$ cat src/ovc_pkg.sv
package ovc_pkg;

	// Oscillator clock and slow detection clock
	localparam int CLK_PERIOD_NS = 8;
	localparam int SLOW_DIV = 128;
	localparam int DIV_W = 7;
	localparam int SLOW_TICK_NS = CLK_PERIOD_NS * SLOW_DIV;

	// Detection times in their own units
	localparam int SHORT_STEP_NS = 61000;
	localparam int DOC_BASE_NS = 916000;
	localparam int DOC_STEP_NS = 1950000;
	localparam int BOOST_TIME_NS = 488000;
	localparam int WAKE_CAL_NS = 244000;
	localparam int WAKE_PERIOD_NS = 62500000;

	// Least times, rounded up to whole slow ticks
	localparam int SHORT_STEP_TICKS = (SHORT_STEP_NS + SLOW_TICK_NS - 1) / SLOW_TICK_NS;
	localparam int DOC_BASE_TICKS = (DOC_BASE_NS + SLOW_TICK_NS - 1) / SLOW_TICK_NS;
	localparam int DOC_STEP_TICKS = (DOC_STEP_NS + SLOW_TICK_NS - 1) / SLOW_TICK_NS;
	localparam int BOOST_TICKS = (BOOST_TIME_NS + SLOW_TICK_NS - 1) / SLOW_TICK_NS;
	localparam int WAKE_CAL_TICKS = (WAKE_CAL_NS + SLOW_TICK_NS - 1) / SLOW_TICK_NS;
	localparam int WAKE_PERIOD_TICKS = (WAKE_PERIOD_NS + SLOW_TICK_NS - 1) / SLOW_TICK_NS;

	localparam int CNT_W = 16;
	localparam int DATA_W = 16;
	localparam int ADDR_W = 4;

	// Detector and status flag indices
	localparam int DET_SC1 = 0;
	localparam int DET_SC2 = 1;
	localparam int DET_DOC = 2;
	localparam int DET_COC = 3;
	localparam int DET_BOOST = 4;
	localparam int DET_WAKE = 5;
	localparam int NUM_QUAL = 5;
	localparam int NUM_FLAGS = 6;

	// Register offsets
	localparam logic [3:0] OFS_FET = 4'h0;
	localparam logic [3:0] OFS_SC1 = 4'h1;
	localparam logic [3:0] OFS_SC2 = 4'h2;
	localparam logic [3:0] OFS_DOC = 4'h3;
	localparam logic [3:0] OFS_COC = 4'h4;
	localparam logic [3:0] OFS_WAKE = 4'h5;
	localparam logic [3:0] OFS_WAKE2 = 4'h6;
	localparam logic [3:0] OFS_STATUS = 4'h7;

	localparam logic [15:0] RST_REG = 16'h0000;

	// Field positions
	localparam int CHG_ON_BIT = 0;
	localparam int DSG_ON_BIT = 1;
	localparam int PWRDN_BIT = 2;
	localparam int INTEG_EN_BIT = 3;
	localparam int RANGE_BIT = 4;
	localparam int TIME_LSB = 8;
	localparam int GAIN_LSB = 8;
	localparam int FET_EN_BIT = 12;
	localparam int DET_EN_BIT = 15;
	localparam int DSG_FORCED_BIT = 8;
	localparam int CHG_FORCED_BIT = 9;
	localparam int CHG_BOOSTED_BIT = 10;

	// Code limits
	localparam logic [3:0] SHORT_TIME_MAX = 4'hF;
	localparam logic [2:0] SC2_CODE_MAX = 3'h6;
	localparam logic [3:0] DOC_CODE_MAX = 4'hA;
	localparam logic [6:0] WAKE_CODE_MAX = 7'h74;

	localparam logic [1:0] GAIN_X10 = 2'h0;
	localparam logic [1:0] GAIN_X5 = 2'h1;
	localparam logic [1:0] GAIN_X2 = 2'h2;

	typedef enum logic [1:0] {WAKE_IDLE, WAKE_CAL, WAKE_MEAS} ovc_wake_e;

endpackage

$ cat src/ovc_detect_top.sv
// The implementer's own choices: the register offsets and the strobed register port.
`timescale 1ns/10ps
module ovc_detect_top
	import ovc_pkg::*;
#(
	parameter int P_SHORT_STEP_TICKS = SHORT_STEP_TICKS,
	parameter int P_DOC_BASE_TICKS = DOC_BASE_TICKS,
	parameter int P_DOC_STEP_TICKS = DOC_STEP_TICKS,
	parameter int P_BOOST_TICKS = BOOST_TICKS,
	parameter int P_WAKE_CAL_TICKS = WAKE_CAL_TICKS,
	parameter int P_WAKE_PERIOD_TICKS = WAKE_PERIOD_TICKS
) (
	input wire logic CLOCK_I,
	input wire logic RST_I,
	input wire logic [ADDR_W-1:0] ADDR_I,
	input wire logic [DATA_W-1:0] WDATA_I,
	input wire logic WR_I,
	input wire logic RD_I,
	output logic [DATA_W-1:0] RDATA_O,
	input wire logic SC1_CMP_I,
	input wire logic SC2_CMP_I,
	input wire logic DOC_CMP_I,
	input wire logic COC_CMP_I,
	input wire logic BOOST_CMP_I,
	input wire logic WAKE_CMP_I,
	output logic [2:0] SC1_THR_O,
	output logic [2:0] SC2_THR_O,
	output logic SC2_RANGE_O,
	output logic [3:0] DOC_THR_O,
	output logic DOC_RANGE_O,
	output logic [2:0] COC_THR_O,
	output logic COC_RANGE_O,
	output logic [6:0] WAKE_THR_O,
	output logic [1:0] WAKE_GAIN_O,
	output logic [6:0] BOOST_THR_O,
	output logic WAKE_CAL_O,
	output logic WAKE_INT_O,
	output logic CHG_FET_O,
	output logic DSG_FET_O
);

	localparam logic [CNT_W-1:0] SHORT_STEP = CNT_W'(P_SHORT_STEP_TICKS);
	localparam logic [CNT_W-1:0] DOC_BASE = CNT_W'(P_DOC_BASE_TICKS);
	localparam logic [CNT_W-1:0] DOC_STEP = CNT_W'(P_DOC_STEP_TICKS);
	localparam logic [CNT_W-1:0] BOOST_LIM = CNT_W'(P_BOOST_TICKS);
	localparam logic [CNT_W-1:0] WAKE_CAL_LAST = CNT_W'(P_WAKE_CAL_TICKS - 1);
	localparam logic [CNT_W-1:0] WAKE_PERIOD_LAST = CNT_W'(P_WAKE_PERIOD_TICKS - 1);

	logic [DATA_W-1:0] fet_control_reg;
	logic [DATA_W-1:0] sc1_reg_r;
	logic [DATA_W-1:0] sc2_reg_r;
	logic [DATA_W-1:0] doc_reg_r;
	logic [DATA_W-1:0] coc_reg_r;
	logic [DATA_W-1:0] wake_detect_control;
	logic [DATA_W-1:0] wake_detect_control2;
	logic [NUM_FLAGS-1:0] flag_r;
	logic [NUM_FLAGS-1:0] cmp_raw;
	logic [NUM_FLAGS-1:0] cmp_meta_r;
	logic [NUM_FLAGS-1:0] cmp_sync_r;
	logic [NUM_FLAGS-1:0] hit;
	logic [NUM_QUAL-1:0] qual_en;
	logic [CNT_W-1:0] qual_lim [NUM_QUAL];
	logic slow_detect_clock_tick;
	logic charge_fet_on;
	logic discharge_fet_on;
	logic short1_fet_off_enable;
	logic short2_fet_off_enable;
	logic dischg_oc_fet_off_enable;
	logic chg_oc_fet_off_enable;
	logic boost_charge_fet_on_enable;
	logic dsg_forced;
	logic chg_forced;
	logic chg_boosted;
	logic wake_armed;
	logic status_wr;
	ovc_wake_e wake_state_r;
	logic [CNT_W-1:0] wake_cnt_r;
	logic wake_seen_r;
	logic [3:0] sc1_time;
	logic [3:0] sc2_time;
	logic [3:0] doc_time;
	logic [3:0] coc_time;
	logic [2:0] sc2_thr_nxt;
	logic sc2_range_nxt;
	logic [3:0] doc_thr_nxt;
	logic doc_range_nxt;
	logic [2:0] coc_thr_nxt;
	logic coc_range_nxt;
	logic [6:0] wake_thr_nxt;
	logic [6:0] boost_thr_nxt;
	logic [1:0] gain_nxt;
	logic [DATA_W-1:0] rdata_nxt;

	// Comparator results come from the analog side, so each is synchronised
	assign cmp_raw = {WAKE_CMP_I, BOOST_CMP_I, COC_CMP_I, DOC_CMP_I, SC2_CMP_I, SC1_CMP_I};

	genvar gi;
	generate
		for (gi = 0; gi < NUM_FLAGS; gi++) begin : g_sync
			always_ff @(posedge CLOCK_I) begin
				if (RST_I) begin
					cmp_meta_r[gi] <= 1'b0;
					cmp_sync_r[gi] <= 1'b0;
				end else begin
					cmp_meta_r[gi] <= cmp_raw[gi];
					cmp_sync_r[gi] <= cmp_meta_r[gi];
				end
			end
		end
	endgenerate

	ovc_prescale u_prescale (
		.clk_i(CLOCK_I),
		.rst_i(RST_I),
		.tick_o(slow_detect_clock_tick)
	);

	// Register writes
	assign status_wr = WR_I && ADDR_I == OFS_STATUS;

	always_ff @(posedge CLOCK_I) begin
		if (RST_I) begin
			fet_control_reg <= RST_REG;
			sc1_reg_r <= RST_REG;
			sc2_reg_r <= RST_REG;
			doc_reg_r <= RST_REG;
			coc_reg_r <= RST_REG;
			wake_detect_control <= RST_REG;
			wake_detect_control2 <= RST_REG;
		end else if (WR_I) begin
			unique case (ADDR_I)
				OFS_FET: fet_control_reg <= WDATA_I;
				OFS_SC1: sc1_reg_r <= WDATA_I;
				OFS_SC2: sc2_reg_r <= WDATA_I;
				OFS_DOC: doc_reg_r <= WDATA_I;
				OFS_COC: coc_reg_r <= WDATA_I;
				OFS_WAKE: wake_detect_control <= WDATA_I;
				OFS_WAKE2: wake_detect_control2 <= WDATA_I;
				default: begin
				end
			endcase
		end
	end

	assign charge_fet_on = fet_control_reg[CHG_ON_BIT];
	assign discharge_fet_on = fet_control_reg[DSG_ON_BIT];
	assign short1_fet_off_enable = sc1_reg_r[FET_EN_BIT];
	assign short2_fet_off_enable = sc2_reg_r[FET_EN_BIT];
	assign dischg_oc_fet_off_enable = doc_reg_r[FET_EN_BIT];
	assign chg_oc_fet_off_enable = coc_reg_r[FET_EN_BIT];
	assign boost_charge_fet_on_enable = wake_detect_control2[FET_EN_BIT];

	// Time codes pass straight through; the DOC clamp at SHORT_TIME_MAX never acts on a 4-bit code
	assign sc1_time = {1'b0, sc1_reg_r[TIME_LSB +: 3]};
	assign sc2_time = sc2_reg_r[TIME_LSB +: 4];
	assign coc_time = coc_reg_r[TIME_LSB +: 4];
	assign doc_time = doc_reg_r[TIME_LSB +: 4] > SHORT_TIME_MAX ? SHORT_TIME_MAX
		: doc_reg_r[TIME_LSB +: 4];

	assign qual_en[DET_SC1] = sc1_reg_r[DET_EN_BIT];
	assign qual_en[DET_SC2] = sc2_reg_r[DET_EN_BIT];
	assign qual_en[DET_DOC] = doc_reg_r[DET_EN_BIT];
	assign qual_en[DET_COC] = coc_reg_r[DET_EN_BIT];
	assign qual_en[DET_BOOST] = wake_detect_control2[DET_EN_BIT];

	assign qual_lim[DET_SC1] = CNT_W'(sc1_time * SHORT_STEP);
	assign qual_lim[DET_SC2] = CNT_W'(sc2_time * SHORT_STEP);
	assign qual_lim[DET_COC] = CNT_W'(coc_time * SHORT_STEP);
	assign qual_lim[DET_DOC] = CNT_W'(DOC_BASE + doc_time * DOC_STEP);
	assign qual_lim[DET_BOOST] = BOOST_LIM;

	generate
		for (gi = 0; gi < NUM_QUAL; gi++) begin : g_qual
			ovc_qualify u_qual (
				.clk_i(CLOCK_I),
				.rst_i(RST_I),
				.enable_i(qual_en[gi]),
				.cmp_i(cmp_sync_r[gi]),
				.tick_i(slow_detect_clock_tick),
				.limit_i(qual_lim[gi]),
				.hit_o(hit[gi])
			);
		end
	endgenerate

	// Threshold codes; a coarse code equal to the top of the fine range
	// is sent as the fine code, since the analog side trims only that range.
	always_comb begin
		sc2_range_nxt = sc2_reg_r[RANGE_BIT];
		sc2_thr_nxt = sc2_reg_r[2:0] > SC2_CODE_MAX ? SC2_CODE_MAX : sc2_reg_r[2:0];
		if (sc2_range_nxt && sc2_thr_nxt == 3'h0) begin
			sc2_range_nxt = 1'b0;
			sc2_thr_nxt = SC2_CODE_MAX;
		end
		coc_range_nxt = coc_reg_r[RANGE_BIT];
		coc_thr_nxt = coc_reg_r[2:0] > SC2_CODE_MAX ? SC2_CODE_MAX : coc_reg_r[2:0];
		if (coc_range_nxt && coc_thr_nxt == 3'h0) begin
			coc_range_nxt = 1'b0;
			coc_thr_nxt = SC2_CODE_MAX;
		end
		doc_range_nxt = doc_reg_r[RANGE_BIT];
		doc_thr_nxt = doc_reg_r[3:0] > DOC_CODE_MAX ? DOC_CODE_MAX : doc_reg_r[3:0];
		if (doc_range_nxt && doc_thr_nxt == 4'h0) begin
			doc_range_nxt = 1'b0;
			doc_thr_nxt = DOC_CODE_MAX;
		end
		wake_thr_nxt = wake_detect_control[6:0] > WAKE_CODE_MAX ? WAKE_CODE_MAX
			: wake_detect_control[6:0];
		boost_thr_nxt = wake_detect_control2[6:0] > WAKE_CODE_MAX ? WAKE_CODE_MAX
			: wake_detect_control2[6:0];
		gain_nxt = wake_detect_control[GAIN_LSB +: 2];
		if (gain_nxt != GAIN_X5 && gain_nxt != GAIN_X2) begin
			gain_nxt = GAIN_X10;
		end
	end

	always_ff @(posedge CLOCK_I) begin
		if (RST_I) begin
			SC1_THR_O <= 3'h0;
			SC2_THR_O <= 3'h0;
			SC2_RANGE_O <= 1'b0;
			DOC_THR_O <= 4'h0;
			DOC_RANGE_O <= 1'b0;
			COC_THR_O <= 3'h0;
			COC_RANGE_O <= 1'b0;
			WAKE_THR_O <= 7'h00;
			BOOST_THR_O <= 7'h00;
			WAKE_GAIN_O <= GAIN_X10;
		end else begin
			SC1_THR_O <= sc1_reg_r[2:0];
			SC2_THR_O <= sc2_thr_nxt;
			SC2_RANGE_O <= sc2_range_nxt;
			DOC_THR_O <= doc_thr_nxt;
			DOC_RANGE_O <= doc_range_nxt;
			COC_THR_O <= coc_thr_nxt;
			COC_RANGE_O <= coc_range_nxt;
			WAKE_THR_O <= wake_thr_nxt;
			BOOST_THR_O <= boost_thr_nxt;
			WAKE_GAIN_O <= gain_nxt;
		end
	end

	// Wakeup detection only runs in power-down with integration stopped
	assign wake_armed = wake_detect_control[DET_EN_BIT] && fet_control_reg[PWRDN_BIT]
		&& !fet_control_reg[INTEG_EN_BIT];

	always_ff @(posedge CLOCK_I) begin
		if (RST_I || !wake_armed) begin
			wake_state_r <= WAKE_IDLE;
			wake_cnt_r <= '0;
			wake_seen_r <= 1'b0;
		end else begin
			unique case (wake_state_r)
				WAKE_IDLE: begin
					wake_state_r <= WAKE_CAL;
					wake_cnt_r <= '0;
					wake_seen_r <= 1'b0;
				end
				WAKE_CAL: begin
					if (slow_detect_clock_tick) begin
						wake_cnt_r <= wake_cnt_r + 1'b1;
						if (wake_cnt_r == WAKE_CAL_LAST) begin
							wake_state_r <= WAKE_MEAS;
						end
					end
				end
				WAKE_MEAS: begin
					wake_seen_r <= wake_seen_r || cmp_sync_r[DET_WAKE];
					if (slow_detect_clock_tick) begin
						wake_cnt_r <= wake_cnt_r + 1'b1;
						if (wake_cnt_r == WAKE_PERIOD_LAST) begin
							wake_state_r <= WAKE_CAL;
							wake_cnt_r <= '0;
							wake_seen_r <= 1'b0;
						end
					end
				end
			endcase
		end
	end

	assign hit[DET_WAKE] = wake_armed && wake_state_r == WAKE_MEAS && slow_detect_clock_tick
		&& wake_cnt_r == WAKE_PERIOD_LAST && (wake_seen_r || cmp_sync_r[DET_WAKE]);

	// Sticky flags: a new event wins over a clear in the same cycle
	always_ff @(posedge CLOCK_I) begin
		if (RST_I) begin
			flag_r <= '0;
		end else if (status_wr) begin
			flag_r <= (flag_r & ~WDATA_I[NUM_FLAGS-1:0]) | hit;
		end else begin
			flag_r <= flag_r | hit;
		end
	end

	// Forced states hold until software clears the causing flag or that detector's FET-off enable bit
	assign dsg_forced = (flag_r[DET_SC1] && short1_fet_off_enable)
		|| (flag_r[DET_SC2] && short2_fet_off_enable)
		|| (flag_r[DET_DOC] && dischg_oc_fet_off_enable);
	assign chg_forced = flag_r[DET_COC] && chg_oc_fet_off_enable;
	assign chg_boosted = flag_r[DET_BOOST] && qual_en[DET_BOOST]
		&& boost_charge_fet_on_enable;

	// Forced off outranks the boost turn-on for the pack's safety
	always_ff @(posedge CLOCK_I) begin
		if (RST_I) begin
			CHG_FET_O <= 1'b0;
			DSG_FET_O <= 1'b0;
		end else begin
			CHG_FET_O <= !chg_forced && (charge_fet_on || chg_boosted);
			DSG_FET_O <= !dsg_forced && discharge_fet_on;
		end
	end

	always_ff @(posedge CLOCK_I) begin
		if (RST_I) begin
			WAKE_CAL_O <= 1'b0;
			WAKE_INT_O <= 1'b0;
		end else begin
			WAKE_CAL_O <= wake_state_r == WAKE_CAL;
			WAKE_INT_O <= flag_r[DET_WAKE];
		end
	end

	// Read data valid the cycle after the strobe only
	always_comb begin
		rdata_nxt = '0;
		unique case (ADDR_I)
			OFS_FET: rdata_nxt = fet_control_reg;
			OFS_SC1: rdata_nxt = sc1_reg_r;
			OFS_SC2: rdata_nxt = sc2_reg_r;
			OFS_DOC: rdata_nxt = doc_reg_r;
			OFS_COC: rdata_nxt = coc_reg_r;
			OFS_WAKE: rdata_nxt = wake_detect_control;
			OFS_WAKE2: rdata_nxt = wake_detect_control2;
			OFS_STATUS: begin
				rdata_nxt[NUM_FLAGS-1:0] = flag_r;
				rdata_nxt[DSG_FORCED_BIT] = dsg_forced;
				rdata_nxt[CHG_FORCED_BIT] = chg_forced;
				rdata_nxt[CHG_BOOSTED_BIT] = chg_boosted;
			end
			default: rdata_nxt = '0;
		endcase
	end

	always_ff @(posedge CLOCK_I) begin
		if (RST_I || !RD_I) begin
			RDATA_O <= '0;
		end else begin
			RDATA_O <= rdata_nxt;
		end
	end

	dsg_forced_off_a: assert property (@(posedge CLOCK_I) disable iff (RST_I)
		dsg_forced |=> !DSG_FET_O)
		else $error("discharge FET on while forced off");

	chg_forced_off_a: assert property (@(posedge CLOCK_I) disable iff (RST_I)
		chg_forced && charge_fet_on |=> !CHG_FET_O)
		else $error("charge FET follows software while forced off");

	sw_dsg_control_a: assert property (@(posedge CLOCK_I) disable iff (RST_I)
		!dsg_forced && discharge_fet_on |=> DSG_FET_O)
		else $error("discharge FET off without cause");

	boost_force_on_a: assert property (@(posedge CLOCK_I) disable iff (RST_I)
		hit[DET_BOOST] && boost_charge_fet_on_enable && !chg_forced
		|=> ##1 CHG_FET_O)
		else $error("boost did not turn charge FET on");

	flag_sticky_a: assert property (@(posedge CLOCK_I) disable iff (RST_I)
		flag_r[DET_DOC] && !(status_wr && WDATA_I[DET_DOC]) |=> flag_r[DET_DOC])
		else $error("status flag lost without clear");

	set_beats_clear_a: assert property (@(posedge CLOCK_I) disable iff (RST_I)
		hit[DET_SC1] && status_wr && WDATA_I[DET_SC1] |=> flag_r[DET_SC1])
		else $error("event lost against clear");

	fine_range_wins_a: assert property (@(posedge CLOCK_I) disable iff (RST_I)
		sc2_reg_r[RANGE_BIT] && sc2_reg_r[2:0] == 3'h0
		|=> !SC2_RANGE_O && SC2_THR_O == SC2_CODE_MAX)
		else $error("overlap level not sent as fine code");

	wake_needs_pd_a: assert property (@(posedge CLOCK_I) disable iff (RST_I)
		$rose(flag_r[DET_WAKE]) |-> $past(wake_armed))
		else $error("wake event outside power-down");

	wake_cal_out_a: assert property (@(posedge CLOCK_I) disable iff (RST_I)
		wake_state_r == WAKE_IDLE && wake_armed |=> ##1 WAKE_CAL_O)
		else $error("calibration phase not signalled");

	gain_legal_a: assert property (@(posedge CLOCK_I) disable iff (RST_I)
		WAKE_GAIN_O != 2'h3)
		else $error("illegal gain code driven");

endmodule

$ cat src/ovc_prescale.sv
`timescale 1ns/10ps
module ovc_prescale
	import ovc_pkg::*;
(
	input wire logic clk_i,
	input wire logic rst_i,
	output logic tick_o
);

	logic [DIV_W-1:0] div_r;

	always_ff @(posedge clk_i) begin
		if (rst_i) begin
			div_r <= '0;
		end else begin
			div_r <= div_r + 1'b1;
		end
	end

	assign tick_o = &div_r;

	slow_tick_period_a: assert property (@(posedge clk_i) disable iff (rst_i)
		tick_o |=> !tick_o ##127 tick_o)
		else $error("slow tick not one in 128 cycles");

endmodule

$ cat src/ovc_qualify.sv
`timescale 1ns/10ps
module ovc_qualify
	import ovc_pkg::*;
(
	input wire logic clk_i,
	input wire logic rst_i,
	input wire logic enable_i,
	input wire logic cmp_i,
	input wire logic tick_i,
	input wire logic [CNT_W-1:0] limit_i,
	output logic hit_o
);

	logic [CNT_W-1:0] cnt_r;
	logic done_r;

	// Any drop of the comparator restarts the time
	always_ff @(posedge clk_i) begin
		if (rst_i || !enable_i || !cmp_i) begin
			cnt_r <= '0;
		end else if (tick_i && cnt_r < limit_i) begin
			cnt_r <= cnt_r + 1'b1;
		end
	end

	// One event per continuous assertion
	always_ff @(posedge clk_i) begin
		if (rst_i || !enable_i || !cmp_i) begin
			done_r <= 1'b0;
		end else if (cnt_r >= limit_i) begin
			done_r <= 1'b1;
		end
	end

	assign hit_o = enable_i && cmp_i && cnt_r >= limit_i && !done_r;

	qualify_restart_a: assert property (@(posedge clk_i) disable iff (rst_i)
		!cmp_i |=> cnt_r == '0 && (!hit_o || limit_i == '0))
		else $error("detector timer not restarted");

endmodule

$ cat config.mk
export PLATFORM = sky130hd
export DESIGN_NAME = ovc_detect_top
export DESIGN_NICKNAME = d
export VERILOG_FILES = /design/src/ovc_pkg.sv /design/src/ovc_detect_top.sv /design/src/ovc_prescale.sv /design/src/ovc_qualify.sv
export SDC_FILE = /design/constraint.sdc
export NUM_CORES = 1
export LEC_CHECK = 0
export BUFFER_PORTS_ARGS = -buffer_cell sky130_fd_sc_hd__buf_4
export CELL_PAD_IN_SITES_DETAIL_PLACEMENT = 0
export CELL_PAD_IN_SITES_GLOBAL_PLACEMENT = 1
export CORE_MARGIN = 3
export CORE_UTILIZATION = 50
export CTS_BUF_LIST = sky130_fd_sc_hd__clkbuf_8
export DETAILED_ROUTE_END_ITERATION = 8
export HOLD_SLACK_MARGIN = 0.1
export PLACE_DENSITY_LB_ADDON = 0.1
export SLEW_MARGIN = 10
export SYNTH_ARGS = -nofsm -noshare
export SYNTH_HDL_FRONTEND = slang
export SYNTH_SLANG_ARGS = --single-unit
$ cat constraint.sdc
create_clock -name CLOCK_I -period 7.6 [get_ports CLOCK_I]
set_input_delay 0.76 -clock CLOCK_I [delete_from_list [all_inputs] [get_ports CLOCK_I]]
set_output_delay 0.76 -clock CLOCK_I [all_outputs]
set_load 0.005 [all_outputs]
==> impl_results.md <==
- Core area: 28,100 um2
- Max FFs per register: 80
- Final setup viols: 0
- Clk Latency, worst-skew pair: 0.58 ns
- Cell Area, Placed: 15,300 um2
- Worst-margin pin slew: 1.24 ns
- Clock sinks: 293
- Max Buffers Root-to-Sink: 3
- Die Wd: 176 um
- Area grow syn2layout: 13.0%
- Vias post-DR: 11,900
- Post-synth EDFFs: 0
- Total GRT Usage: 0.245
- Std cell rows: 61
- Largest net degree at the start of global routing: 82
- Startpoint Class: register
- Post-Syn Area: 14,400 um2
- Initial drt markers: 825
- First-pass GRT wire length: 61.5 mm
- Layout cell share with drive strength beyond 1: 0.113
- DRC Markers: 0
- Top FF cell, synth: dfxtp_1
- Antenna cell count: 0
- Unrepaired setup endpoints after global routing: no
- Max Freq: 0.179 GHz
- Slew Viols, Final: 0
- Leak: 0.00648 uW
- IO Port Bufs: 81
- PwrDens: 190 nW/um2
- Sequential area share after synthesis: 0.408
- Fin. Hold Viols: 0
- Critical path type: register to register
- Max cap viols: 0
- Minimum clock period: 5.59 ns
- H-tree depth: 2
- Initial Util: 0.512
- Clk_skew: 0.0268 ns
- Initial antenna violation count: 0
- Crit-path max FO: 14
- Crit end category: register
- Worst hold path class: input port to register
- Drt pass-1 iters: 6
- Mapped Nets: 1,818
- Final Cell Area: 16,300 um2
- ANT nets after route: 0
- CTS tree: yes
- Post-CTS Resized: 0
- Routed wire length: 37.9 mm
- Peak supply drop: 143 uV
- WP data required: 8.09 ns
- Fillers: 2,570
- TNS Setup: 0 ns
- Synthesized area per cell: 8.70 um2
- Via density per instance: 5.58
- Setup WS pre-CTS: 2.04 ns
- Clock Root Buffer: clkbuf_8
- Per-cell routed wire length: 17.7 um
- RD Place Congestion: 0.833
- Final period util: 0.735
- DP Wirelength: 26.2 mm
- Die footprint: 30,900 um2
- I/O pin total: 82
- CTS buffer count: 50
- Post-CTS Hold Fix Bufs: 0
- Status: completed
- Post-CTS Setup Bufs: 0
- Largest register by flop count: g_qual.u_qual.cnt_r
- Chip Height: 176 um
- Congestion Overflow GR: 0
- CP arrival: 6.08 ns
- Vias in the first global route: 11,600
- Setup WS post-layout: 2.01 ns
- Yosys warns: 0
- Cell count after synthesis: 1,654
- Netlist cell types: 80
- Async SR Flop Fraction: 0
- Slew margin rel.: 0.176
- NumNets Final: 1,890
- Clk pin slew, worst setup/hold paths: 0.06 ns
- Synth Register Bits: 293
## metrics by stage
| step | hold slack (ns) | instances | util | power [uW] |
|---|---|---|---|---|
| floorplan | 0.413 | 1654 | - | 1670 |
| global placement | 0.424 | 2052 | 0.543 | 1730 |
| detailed placement | 0.430 | 2052 | 0.543 | 1730 |
| CTS | 0.365 | 2141 | 0.579 | 3130 |
| global route | 0.359 | 2141 | 0.579 | 3230 |
| finish | 0.391 | 2141 | 0.579 | 3100 |
## worst max-delay path, cell delays in order (launching register included)
cell      delay, ns
dfxtp_1        0.56
inv_1          0.23
fa_1           0.44
inv_1          0.09
ha_1           0.14
inv_1          0.05
fa_1           0.47
inv_1          0.04
ha_1           0.37
nand3_1        0.10
a2111o_1       0.37
a31oi_1        0.23
a21o_1         0.16
a21oi_1        0.07
xor2_1         0.14
ha_1           0.27
nand2_1        0.09
o21ai_0        0.09
a21oi_1        0.28
nand4_1        0.53
nor4b_1        0.58
mux2i_1        0.22
## worst paths after layout
path                 startpoint                         end  slack (ns)  depth (start not counted)
setup / recovery   doc_reg_r[9]  g_qual[2].u_qual.cnt_r[13]        2.01                         21
hold / removal       WAKE_CMP_I               cmp_meta_r[5]        0.39                          2
setup reg to reg   doc_reg_r[9]  g_qual[2].u_qual.cnt_r[13]        2.01                         21
hold reg to reg   cmp_meta_r[5]               cmp_sync_r[5]        0.44                          1
## metal layers
metal  part of all wire  vias to the layer above  track usage
met1               0.45                     5586        0.326
met3              0.061                       82       0.0467
met5                  0                        -            0
met4              0.028                        0       0.0831
li1                   -                     5938            -
met2               0.47                      335        0.400
## power breakdown
group / switching (uW) / total [uW] / leakage [uW] / internal [uW]
sequential: 11.2 / 1560 / 0.00236 / 1550
clock: 643 / 1400 / 0.000589 / 758
combinational: 88.1 / 134 / 0.00353 / 45.9
## cell type report
| type | count | area [um2] | share of cell area |
|---|---|---|---|
| Clock buffer | 64 | 881 | 0.0542 |
| Tap cell | 378 | 473 | 0.0291 |
| Multi-Input combinational cell | 1202 | 7900 | 0.486 |
| Clock inverter | 25 | 120 | 0.00739 |
| Sequential cell | 293 | 5870 | 0.361 |
| Timing Repair Buffer | 93 | 698 | 0.0429 |
| Inverter | 86 | 323 | 0.0199 |
## cell families after synthesis
| logic type | Yosys count | synth area share |
|---|---|---|
| AOI/OAI and AO/OA | 363 | 0.166 |
| xor gates and xnor gates | 59 | 0.0359 |
| adders and majority gates | 134 | 0.126 |
| buffers and inverters | 159 | 0.0438 |
| DFF | 293 | 0.408 |
| muxes | 8 | 0.00556 |
| and+or+nand+nor | 638 | 0.215 |
## synthesized netlist by cell type (5+ instances only)
library cell | instances | area, um2
a211oi_1 | 5 | 37.5
a21o_1 | 15 | 113
a21oi_1 | 162 | 811
a221oi_1 | 9 | 78.8
a222oi_1 | 8 | 80.1
a22o_1 | 7 | 61.3
a22oi_1 | 32 | 240
a31oi_1 | 27 | 169
a32o_1 | 5 | 50.1
and2_0 | 7 | 43.8
and2_1 | 29 | 181
and3_1 | 19 | 119
and4_1 | 6 | 52.6
buf_2 | 18 | 90.1
clkbuf_1 | 49 | 184
dfxtp_1 | 293 | 5870
fa_1 | 18 | 360
ha_1 | 116 | 1450
inv_1 | 85 | 319
mux2i_1 | 8 | 80.1
nand2_1 | 301 | 1130
nand2b_1 | 18 | 113
nand3_1 | 38 | 190
nand4_1 | 28 | 175
nor2_1 | 93 | 349
nor2b_1 | 26 | 163
nor3_1 | 6 | 30.0
nor3b_1 | 9 | 67.6
nor4_1 | 10 | 62.6
o211ai_1 | 7 | 52.6
o21a_1 | 7 | 52.6
o21ai_0 | 22 | 110
o311ai_0 | 7 | 61.3
o31ai_1 | 6 | 45.0
o41ai_1 | 8 | 70.1
or2_2 | 6 | 37.5
or3_1 | 6 | 37.5
or4_1 | 11 | 82.6
xnor2_1 | 33 | 289
xor2_1 | 26 | 228
## placed cells by master, fill, tap and decap left out, drive strengths merged, types with 6 or more instances in the layout
cell type    n
nand2      301
dfxtp      293
a21oi      163
ha         116
inv        106
nor2        96
buf         93
clkbuf      64
nand3       40
and2        38
xnor2       33
a22oi       32
nand4       28
a31oi       27
xor2        26
nor2b       26
o21ai       25
and3        19
nand2b      18
fa          18
a21o        15
nor4        13
or4         12
nor3        11
a221oi      10
o311ai      10
nor3b        9
o41ai        9
mux2i        8
a222oi       8
o211ai       8
o21a         7
a22o         7
or3          7
or2          6
o31ai        6
and4         6
Power figures use the tool's default switching activity.
